--- src/verilog/srw_pkg.sv ---
// Package: constants and types for the serial register write link
// Operation
// - Write is 12-bit address plus 28-bit data
// - Address and data shifted LSB first
// - Single write is exactly forty bits
// - Host pads unused data bits with zeros
// - Short data word is discarded, register unchanged
// - Continuous mode auto-increments the address
// - Auto-increment may start at any address
// - Host holds load strobe low through burst
// - Fixed registers decode at 0x00 to 0x72
// - Pattern groups start 0x800, at most 32
// - Field base is 0x800 plus sixteen times count
// - Host keeps pattern and field run unbroken
// - Host never writes undefined low addresses
// - Immediate registers update on top data bit
// - Sync registers apply at vertical sync fall
// - Update line delays sync type, not fields
// - Pattern registers apply at next used sample
package srw_pkg;
  localparam int ADDR_W = 12;
  localparam int DATA_W = 28;
  localparam int FRAME_W = 40;
  localparam int CNT_W = 6;
  localparam logic [11:0] FIXED_LAST = 12'h072;
  localparam logic [11:0] HPAT_BASE = 12'h800;
  localparam logic [11:0] ADDR_UPDATE_LINE = 12'h017;
  localparam logic [11:0] ADDR_HPAT_COUNT = 12'h028;
  localparam logic [27:0] HPAT_MAX = 28'h0000020;
  localparam int GROUP_SHIFT = 4;
  localparam int GROUP_W = 5;
  localparam logic [27:0] UPDATE_LINE_RST = 28'h0000000;
  localparam logic [27:0] HPAT_COUNT_RST = 28'h0000000;
  // Host clock divider: 160 ns link period from 20 ns clock
  localparam int LINK_PERIOD_NS = 160;
  localparam int CLK_PERIOD_NS = 20;
  localparam int HALF_DIV = LINK_PERIOD_NS / CLK_PERIOD_NS / 2;
  localparam logic [3:0] HALF_DIV_M1 = 4'(HALF_DIV - 1);

  typedef enum logic [1:0] {
    UPD_IMMEDIATE = 2'h0,
    UPD_VSYNC = 2'h1,
    UPD_SAMPLE = 2'h2,
    UPD_NONE = 2'h3
  } srw_upd_e;
endpackage

--- src/verilog/srw_link_if.sv ---
// Interface: three-wire serial write link between host and device
`timescale 1ns/10ps
interface srw_link_if;
  logic serial_clock;
  logic serial_data;
  logic serial_load_strobe;

  modport host (
    output serial_clock,
    output serial_data,
    output serial_load_strobe
  );
  modport device (
    input serial_clock,
    input serial_data,
    input serial_load_strobe
  );
endinterface

--- src/verilog/srw_device.sv ---
// Device end: serial receiver, address map and update timing
`timescale 1ns/10ps
module srw_device (
  // Clock and reset
  input wire logic clock_in,
  input wire logic rst_in,
  // Serial link
  srw_link_if.device link,
  // Timing events from the timing core
  input wire logic vertical_sync_in,
  input wire logic horizontal_sync_in,
  input wire logic pixel_sample_point_in,
  input wire logic [4:0] pattern_in_use_in,
  // Committed register write
  output logic wr_valid_out,
  output logic [srw_pkg::ADDR_W-1:0] wr_addr_out,
  output logic [srw_pkg::DATA_W-1:0] wr_data_out,
  output srw_pkg::srw_upd_e wr_type_out,
  // Applied register contents
  output logic [srw_pkg::DATA_W-1:0] update_line_out,
  output logic [srw_pkg::DATA_W-1:0] hpat_count_out,
  output logic [srw_pkg::ADDR_W-1:0] field_base_out,
  // Update moments and address error flag
  output logic vsync_apply_out,
  output logic field_apply_out,
  output logic pattern_apply_out,
  output logic [4:0] pattern_apply_grp_out,
  output logic addr_error_out
);
  import srw_pkg::*;

  typedef struct packed {
    logic [2:0] sck_s;
    logic [2:0] sl_s;
    logic [2:0] sd_s;
    logic [2:0] vd_s;
    logic [2:0] hd_s;
    logic sck_q;
    logic sl_q;
    logic vd_q;
    logic hd_q;
    logic [CNT_W-1:0] bits;
    logic addr_done;
    logic [ADDR_W-1:0] addr;
    logic [DATA_W-1:0] shreg;
    logic wr_valid;
    logic [ADDR_W-1:0] wr_addr;
    logic [DATA_W-1:0] wr_data;
    srw_upd_e wr_type;
    logic addr_error;
    logic [DATA_W-1:0] upd_line;
    logic [DATA_W-1:0] upd_line_pend;
    logic upd_line_dirty;
    logic [DATA_W-1:0] hpat_cnt;
    logic [DATA_W-1:0] hpat_pend;
    logic hpat_dirty;
    logic vs_pending;
    logic fld_pending;
    logic [DATA_W-1:0] line_cnt;
    logic vs_apply;
    logic fld_apply;
    logic [31:0] pat_pend;
    logic pat_apply;
    logic [4:0] pat_grp;
  } srw_dev_s;

  srw_dev_s st;
  srw_dev_s next_st;

  function automatic srw_upd_e classify(input logic [ADDR_W-1:0] a,
                                       input logic [DATA_W-1:0] cnt);
    logic [ADDR_W-1:0] fbase;
    fbase = HPAT_BASE + (ADDR_W'(cnt[GROUP_W:0]) << GROUP_SHIFT);
    classify = UPD_NONE;
    if (a <= FIXED_LAST) begin
      // Low area: 0x00 to 0x03, update line and count act at once, the rest at sync
      if (a == ADDR_UPDATE_LINE || a == ADDR_HPAT_COUNT || a < 12'h004)
        classify = UPD_IMMEDIATE;
      else
        classify = UPD_VSYNC;
    end else if (a >= HPAT_BASE && a < fbase) begin
      classify = UPD_SAMPLE;
    end else if (a >= fbase) begin
      classify = UPD_VSYNC;
    end
  endfunction

  always_comb begin
    logic sck_rise;
    logic sl_rise;
    logic vd_fall;
    logic hd_fall;
    logic [DATA_W-1:0] word;
    logic [GROUP_W-1:0] grp;
    next_st = st;
    word = '0;
    grp = '0;
    sck_rise = 1'b0;
    sl_rise = 1'b0;
    vd_fall = 1'b0;
    hd_fall = 1'b0;
    next_st.sck_s = {st.sck_s[1:0], link.serial_clock};
    next_st.sl_s = {st.sl_s[1:0], link.serial_load_strobe};
    next_st.sd_s = {st.sd_s[1:0], link.serial_data};
    next_st.vd_s = {st.vd_s[1:0], vertical_sync_in};
    next_st.hd_s = {st.hd_s[1:0], horizontal_sync_in};
    // Change counts once stages two and three agree
    if (st.sck_s[1] == st.sck_s[2]) next_st.sck_q = st.sck_s[2];
    if (st.sl_s[1] == st.sl_s[2]) next_st.sl_q = st.sl_s[2];
    if (st.vd_s[1] == st.vd_s[2]) next_st.vd_q = st.vd_s[2];
    if (st.hd_s[1] == st.hd_s[2]) next_st.hd_q = st.hd_s[2];
    sck_rise = next_st.sck_q && !st.sck_q;
    sl_rise = next_st.sl_q && !st.sl_q;
    vd_fall = !next_st.vd_q && st.vd_q;
    hd_fall = !next_st.hd_q && st.hd_q;
    next_st.wr_valid = 1'b0;
    next_st.vs_apply = 1'b0;
    next_st.fld_apply = 1'b0;
    next_st.pat_apply = 1'b0;

    if (sl_rise || st.sl_q) begin
      // Partial data word is dropped with the frame
      next_st.bits = '0;
      next_st.addr_done = 1'b0;
    end else if (sck_rise) begin
      // LSB first: shift in from the top
      word = {st.sd_s[2], st.shreg[DATA_W-1:1]};
      next_st.shreg = word;
      next_st.bits = st.bits + 1'b1;
      if (!st.addr_done && st.bits == CNT_W'(ADDR_W - 1)) begin
        next_st.addr = word[DATA_W-1 -: ADDR_W];
        next_st.addr_done = 1'b1;
        next_st.bits = '0;
      end else if (st.addr_done && st.bits == CNT_W'(DATA_W - 1)) begin
        // Word complete on top data bit; burst moves on
        next_st.bits = '0;
        next_st.addr = st.addr + 1'b1;
        next_st.wr_valid = 1'b1;
        next_st.wr_addr = st.addr;
        next_st.wr_data = word;
        next_st.wr_type = classify(st.addr, st.hpat_cnt);
        next_st.addr_error = (next_st.wr_type == UPD_NONE);
        if (st.addr == ADDR_UPDATE_LINE)
          next_st.upd_line = word;
        if (st.addr == ADDR_HPAT_COUNT)
          next_st.hpat_cnt = (word > HPAT_MAX) ? HPAT_MAX : word;
        case (next_st.wr_type)
          UPD_VSYNC: begin
            if (st.addr >= HPAT_BASE) next_st.fld_pending = 1'b1;
            else next_st.vs_pending = 1'b1;
          end
          UPD_SAMPLE: begin
            grp = st.addr[GROUP_SHIFT +: GROUP_W];
            next_st.pat_pend[grp] = 1'b1;
          end
          default: begin
          end
        endcase
      end
    end

    // Line counter restarts at each field
    if (vd_fall) next_st.line_cnt = '0;
    else if (hd_fall) next_st.line_cnt = st.line_cnt + 1'b1;
    // Field registers apply at the sync edge regardless of update line
    if (vd_fall && st.fld_pending) begin
      next_st.fld_apply = 1'b1;
      // A field write landing on the same edge stays pending
      next_st.fld_pending = next_st.wr_valid &&
                            next_st.wr_type == UPD_VSYNC &&
                            st.addr >= HPAT_BASE;
    end
    // Low sync registers wait for the chosen line
    if (st.vs_pending && next_st.line_cnt == st.upd_line &&
        (st.upd_line == '0 ? vd_fall : hd_fall)) begin
      next_st.vs_apply = 1'b1;
      next_st.vs_pending = next_st.wr_valid &&
                           next_st.wr_type == UPD_VSYNC &&
                           st.addr < HPAT_BASE;
    end
    if (pixel_sample_point_in && st.pat_pend[pattern_in_use_in]) begin
      next_st.pat_apply = 1'b1;
      next_st.pat_grp = pattern_in_use_in;
      if (!(next_st.wr_valid && next_st.wr_type == UPD_SAMPLE &&
            grp == pattern_in_use_in))
        next_st.pat_pend[pattern_in_use_in] = 1'b0;
    end
  end

  always_ff @(posedge clock_in) begin
    if (rst_in) begin
      st <= '0;
      st.sl_s <= 3'h7;
      st.sl_q <= 1'b1;
      st.wr_type <= UPD_NONE;
      st.upd_line <= UPDATE_LINE_RST;
      st.hpat_cnt <= HPAT_COUNT_RST;
    end else begin
      st <= next_st;
    end
  end

  assign wr_valid_out = st.wr_valid;
  assign wr_addr_out = st.wr_addr;
  assign wr_data_out = st.wr_data;
  assign wr_type_out = st.wr_type;
  assign update_line_out = st.upd_line;
  assign hpat_count_out = st.hpat_cnt;
  assign field_base_out =
    HPAT_BASE + (ADDR_W'(st.hpat_cnt[GROUP_W:0]) << GROUP_SHIFT);
  assign vsync_apply_out = st.vs_apply;
  assign field_apply_out = st.fld_apply;
  assign pattern_apply_out = st.pat_apply;
  assign pattern_apply_grp_out = st.pat_grp;
  assign addr_error_out = st.addr_error;
endmodule

--- src/flat_wrapper.sv ---
// flat-port wrapper written by rule: the top's interface ports become plain ports
module srw_device_flat import srw_pkg::*;
  (clock_in, rst_in, vertical_sync_in, horizontal_sync_in, pixel_sample_point_in, pattern_in_use_in, wr_valid_out, wr_addr_out, wr_data_out, wr_type_out, update_line_out, hpat_count_out, field_base_out, vsync_apply_out, field_apply_out, pattern_apply_out, pattern_apply_grp_out, addr_error_out, link_serial_clock, link_serial_data, link_serial_load_strobe);
  srw_link_if link_i ();
  input wire logic clock_in;
  input wire logic rst_in;
  input wire logic vertical_sync_in;
  input wire logic horizontal_sync_in;
  input wire logic pixel_sample_point_in;
  input wire logic [4:0] pattern_in_use_in;
  output logic wr_valid_out;
  output logic [srw_pkg::ADDR_W-1:0] wr_addr_out;
  output logic [srw_pkg::DATA_W-1:0] wr_data_out;
  output srw_pkg::srw_upd_e wr_type_out;
  output logic [srw_pkg::DATA_W-1:0] update_line_out;
  output logic [srw_pkg::DATA_W-1:0] hpat_count_out;
  output logic [srw_pkg::ADDR_W-1:0] field_base_out;
  output logic vsync_apply_out;
  output logic field_apply_out;
  output logic pattern_apply_out;
  output logic [4:0] pattern_apply_grp_out;
  output logic addr_error_out;
  input wire logic [$bits(link_i.serial_clock)-1:0] link_serial_clock;
  input wire logic [$bits(link_i.serial_data)-1:0] link_serial_data;
  input wire logic [$bits(link_i.serial_load_strobe)-1:0] link_serial_load_strobe;
  assign link_i.serial_clock = link_serial_clock;
  assign link_i.serial_data = link_serial_data;
  assign link_i.serial_load_strobe = link_serial_load_strobe;
  srw_device u_core (.clock_in(clock_in), .rst_in(rst_in), .link(link_i), .vertical_sync_in(vertical_sync_in), .horizontal_sync_in(horizontal_sync_in), .pixel_sample_point_in(pixel_sample_point_in), .pattern_in_use_in(pattern_in_use_in), .wr_valid_out(wr_valid_out), .wr_addr_out(wr_addr_out), .wr_data_out(wr_data_out), .wr_type_out(wr_type_out), .update_line_out(update_line_out), .hpat_count_out(hpat_count_out), .field_base_out(field_base_out), .vsync_apply_out(vsync_apply_out), .field_apply_out(field_apply_out), .pattern_apply_out(pattern_apply_out), .pattern_apply_grp_out(pattern_apply_grp_out), .addr_error_out(addr_error_out));
endmodule
--- config.mk ---
export PLATFORM = sky130hd
export DESIGN_NAME = srw_device_flat
export DESIGN_NICKNAME = d
export VERILOG_FILES = /design/src/verilog/srw_pkg.sv /design/src/verilog/srw_link_if.sv /design/src/verilog/srw_device.sv /design/src/flat_wrapper.sv
export SDC_FILE = /design/constraint.sdc
export NUM_CORES = 1
export LEC_CHECK = 0
export BUFFER_PORTS_ARGS = -buffer_cell sky130_fd_sc_hd__buf_2
export CAP_MARGIN = 20
export CORE_ASPECT_RATIO = 0.7
export CORE_MARGIN = 5
export CORE_UTILIZATION = 55
export DETAILED_ROUTE_END_ITERATION = 8
export PLACE_DENSITY = 0.86
export SLEW_MARGIN = 20
export SYNTH_ARGS = -nofsm -noshare
export SYNTH_HDL_FRONTEND = slang
export SYNTH_SLANG_ARGS = --single-unit
--- constraint.sdc ---
create_clock -name clock_in -period 7.1 [get_ports clock_in]
set_clock_uncertainty 0.05 [all_clocks]
set_input_delay 0.355 -clock clock_in [delete_from_list [all_inputs] [get_ports clock_in]]
set_output_delay 0.355 -clock clock_in [all_outputs]
set_load 0.01 [all_outputs]
==> metrics.md <==
| Metric | Value |
|---|---|
| All-Layer GR Usage | `24.7%` |
| Final Hold Viols | `0` |
| Sum of overflow across all layers after global routing | `0` |
| Post-CTS clock slew at the launch and capture registers of the worst setup and hold paths | `60 ps` |
| Post-synthesis sequential element count | `235` |
| Accumulated negative setup slack | `0 ps` |
| Max frequency | `0.256 GHz` |
| Crit Path Max Fanout | `15` |
| Async S/R FF share, synth | `0%` |
| Std cell rows | `43` |
| Via/cell ratio | `around 6.1` |
| Detailed placer's ending HPWL | `~21000 um` |
| Cells after Synth | `~1300` |
| Maximum number of pins on one net before global-route repair | `87` |
| Worst setup EP type | `flip-flop` |
| Core ar. | `19900 sq um` |
| Number of placed instances, taps included | `roughly 1500` |
| Fill cell instance count of the final layout | `around 1700` |
| RD Place Congestion | `0.951` |
| Number of synthesized flops with an enable pin | `0` |
| HP Class | `primary input to flip-flop` |
| Cells taking the most area after synthesis | `dfxtp_1 (42%), buf_4 (7.7%), nand2_1 (6.2%), a21oi_1 (6.0%), nor2_1 (3.5%)` |
| First-iteration detailed-routing DRC count | `roughly 1400` |
| Total via count in the routed design | `9668` |
| Fraction of post-synthesis cell area in the top cell type by area | `41.9%` |
| Clk_lat worst skew | `520 ps` |
| Setup repair after global routing missed its margin | `no` |
| Die area | `roughly 23000 sq um` |
| Ratio of cells with drive above 1 in the final layout | `between 10% and 20%` |
| Most frequently used flop master after synthesis | `dfxtp_1` |
| Clock buffer count from CTS | `24` |
| Tcrit/Tclk final | `55.1%` |
| Average wire per standard cell | `roughly 19 um` |
| Data arrival, critical path | `4310 ps` |
| Type of the worst setup path | `flip-flop to flip-flop` |
| Setup Viol. Count Final | `0` |
| Top-level port count | `133` |
| Clock tree from TritonCTS | `done` |
| Most frequently used cell type in the post-synthesis netlist | `dfxtp_1` |
| Reported leakage power | `4.68 nW` |
| Post-synthesis cell area | `11200 sq um` |
| Wirelength, routed | `30100 um` |
| Number of library cell types mapped by synthesis | `75` |
| Via count of the first global-routing pass | `8930` |
| Area of placed instances | `between 10000 and 15000 sq um` |
| Width of the chip | `181 um` |
| Yosys warns | `0` |
| First-pass GRT wire length | `47800 um` |
| Worst IR Drop VDD | `0.000178 V` |
| Count of pins over their slew limit | `0` |
| Post-Syn Area per Cell | `8.56 sq um` |
| CTS sink count | `~240` |
| Starting utilization of the core area | `56.4%` |
| Multi-input combinational cell area | `5330 sq um` |
| Min Clock Period, post-route | `3910 ps` |
| Post-synthesis to final-layout area growth | `6.88%` |
| Count of placed standard cells in the final layout, fillers left out | `1576` |
| Endpoint required time on the critical path | `7500 ps` |
| Buffer depth of the longest clock path | `3` |
| Final Cell Area | `12000 sq um` |
| Clock root buffer | `clkbuf_16` |
| Antenna violations before repair | `0` |
| Overall power | `0.00264 W` |
| Status | `finished, final reports clean` |
| Leading area contributor after synthesis | `dfxtp_1` |
| Normalized max-slew margin | `27.3%` |
| Number of H-tree levels | `1` |
| Die Span Y | `129 um` |
| Power per cell area | `220 nW/um^2` |
| Final antenna-violating net count | `0` |
| Detailed Routing Iterations Pass 1 | `6` |
| Layout Nets | `~1300` |
| Portion of the post-synthesis area used by sequential elements | `41.9%` |
| DRC | `0` |
| Port Buffers | `126` |
| Measured slew at the worst slew-check pin | `~1100 ps` |
| Synth top cells by count | `dfxtp_1 (235), nand2_1 (185), a21oi_1 (135)` |
| Area of all sequential standard cells | `4700 sq um` |
| Worst hold-check slack | `approximately 19 ps` |
| Startpoint kind of the worst setup timing path | `flip-flop` |
| Diode insertion count for antenna repair | `0` |
| Max cap viols | `0` |
sequential cells by signal, summed over array words and instances (netlist names):
register / count
u_core.pattern_apply_grp_out: 5
u_core.wr_valid_out: 1
u_core.field_apply_out: 1
u_core.update_line_out: 28
u_core.wr_type_out: 2
u_core.vsync_apply_out: 1
u_core.next_st: 10
u_core.wr_addr_out: 12
u_core.wr_data_out: 28
u_core.pattern_apply_out: 1
u_core.addr_error_out: 1
u_core.hpat_count_out: 28
u_core.st: 117
path summary, 6_finish.rpt:
check / from / to / slack [ps] / depth (start not counted)
hold reg to reg: u_core.next_st[289] / u_core.next_st[290] / 390 / 1
setup / recovery: u_core.st[275] / u_core.vsync_apply_out / 3190 / 8
setup reg to reg: u_core.st[275] / u_core.vsync_apply_out / 3190 / 8
hold / removal: vertical_sync_in / u_core.next_st[283] / 20 / 2
routing by layer:
metal / global-route usage, % / share of wire [%] / vias up
met5: 0 / 0 / -
met4: 6.27 / 2.5 / 0
met3: 6.51 / 13 / 94
met2: 34.7 / 40 / 605
met1: 37.5 / 45 / 4549
li1: - / - / 4420
power by group:
| part | total (W) | internal, W | switching, W |
|---|---|---|---|
| combinational | 0.0000480 | 0.0000121 | 0.0000359 |
| clock | 0.00127 | 0.000747 | 0.000521 |
| sequential | 0.00132 | 0.00132 | 0.00000236 |
| total | 0.00264 | 0.00208 | 0.000559 |
final cells by class:
cell class,instances,area share [%]
Inverter,17,0.532
Timing Repair Buffer,143,6.37
Clock inverter,9,0.960
Tap cell,270,2.82
Clock buffer,32,5.68
Multi-Input combinational cell,870,44.4
Sequential cell,235,39.2
metrics by stage:
step | setup slack, ps | utilization (%)
floorplan | 4190 | -
global placement | 3530 | 56.2
detailed placement | 3250 | 56.2
CTS | 3220 | 60.2
global route | 3080 | 60.2
finish | 3190 | 60.2
logic make-up (layout without fill, tap and decap cells):
kind of cell | count (synthesis) | after routing | synth area share [%]
xor gates and xnor gates | 39 | 39 | 3.54
muxes | 46 | 46 | 5.23
AOI/OAI and AO/OA | 271 | 271 | 15.1
other | 2 | 6 | 0.0669
buffers and inverters | 210 | 201 | 11.0
and+or+nand+nor | 498 | 498 | 22.0
DFF | 235 | 235 | 41.9
adders and majority gates | 10 | 10 | 1.12
placed cells by master, fill, tap and decap left out, types with 5 or more instances in the layout:
master | synthesis | layout
or4_1 | 7 | 7
buf_2 | 4 | 125
nor2_1 | 104 | 104
clkbuf_8 | 0 | 5
nand4_1 | 18 | 18
mux4_2 | 10 | 10
a22oi_1 | 10 | 10
nor4_1 | 22 | 22
a211oi_1 | 39 | 39
nand3_1 | 22 | 22
and2_1 | 24 | 24
xor2_1 | 14 | 14
nor3_1 | 17 | 16
nand2_1 | 185 | 185
conb_1 | 2 | 6
a21oi_1 | 135 | 135
nor3b_1 | 12 | 11
o211ai_1 | 5 | 5
o21ai_0 | 26 | 26
inv_1 | 17 | 17
or2_2 | 10 | 10
ha_1 | 10 | 10
and3_1 | 6 | 6
nand2b_1 | 6 | 5
o21a_1 | 7 | 7
dfxtp_1 | 235 | 235
or3_1 | 16 | 16
buf_4 | 115 | 17
mux2i_1 | 35 | 35
clkbuf_16 | 0 | 24
xnor2_1 | 21 | 21
a311oi_1 | 5 | 5
nor2b_1 | 22 | 22
what timing repair did:
action / CTS / global route
setup buffers: 0 / 0
endpoints found under the hold margin: 1 / 0
hold buffers: 1 / 0
resized for setup: 0 / 0
critical path: stages, from the launching register on:
cell	delay (ps)
dfxtp_1	390
or3b_1	610
nor4_1	1000
xnor3_1	250
or3b_2	440
a311oi_1	420
o211ai_1	210
nor4_2	320
nor2b_1	160
Note: power is estimated with default switching activity, not from simulation.
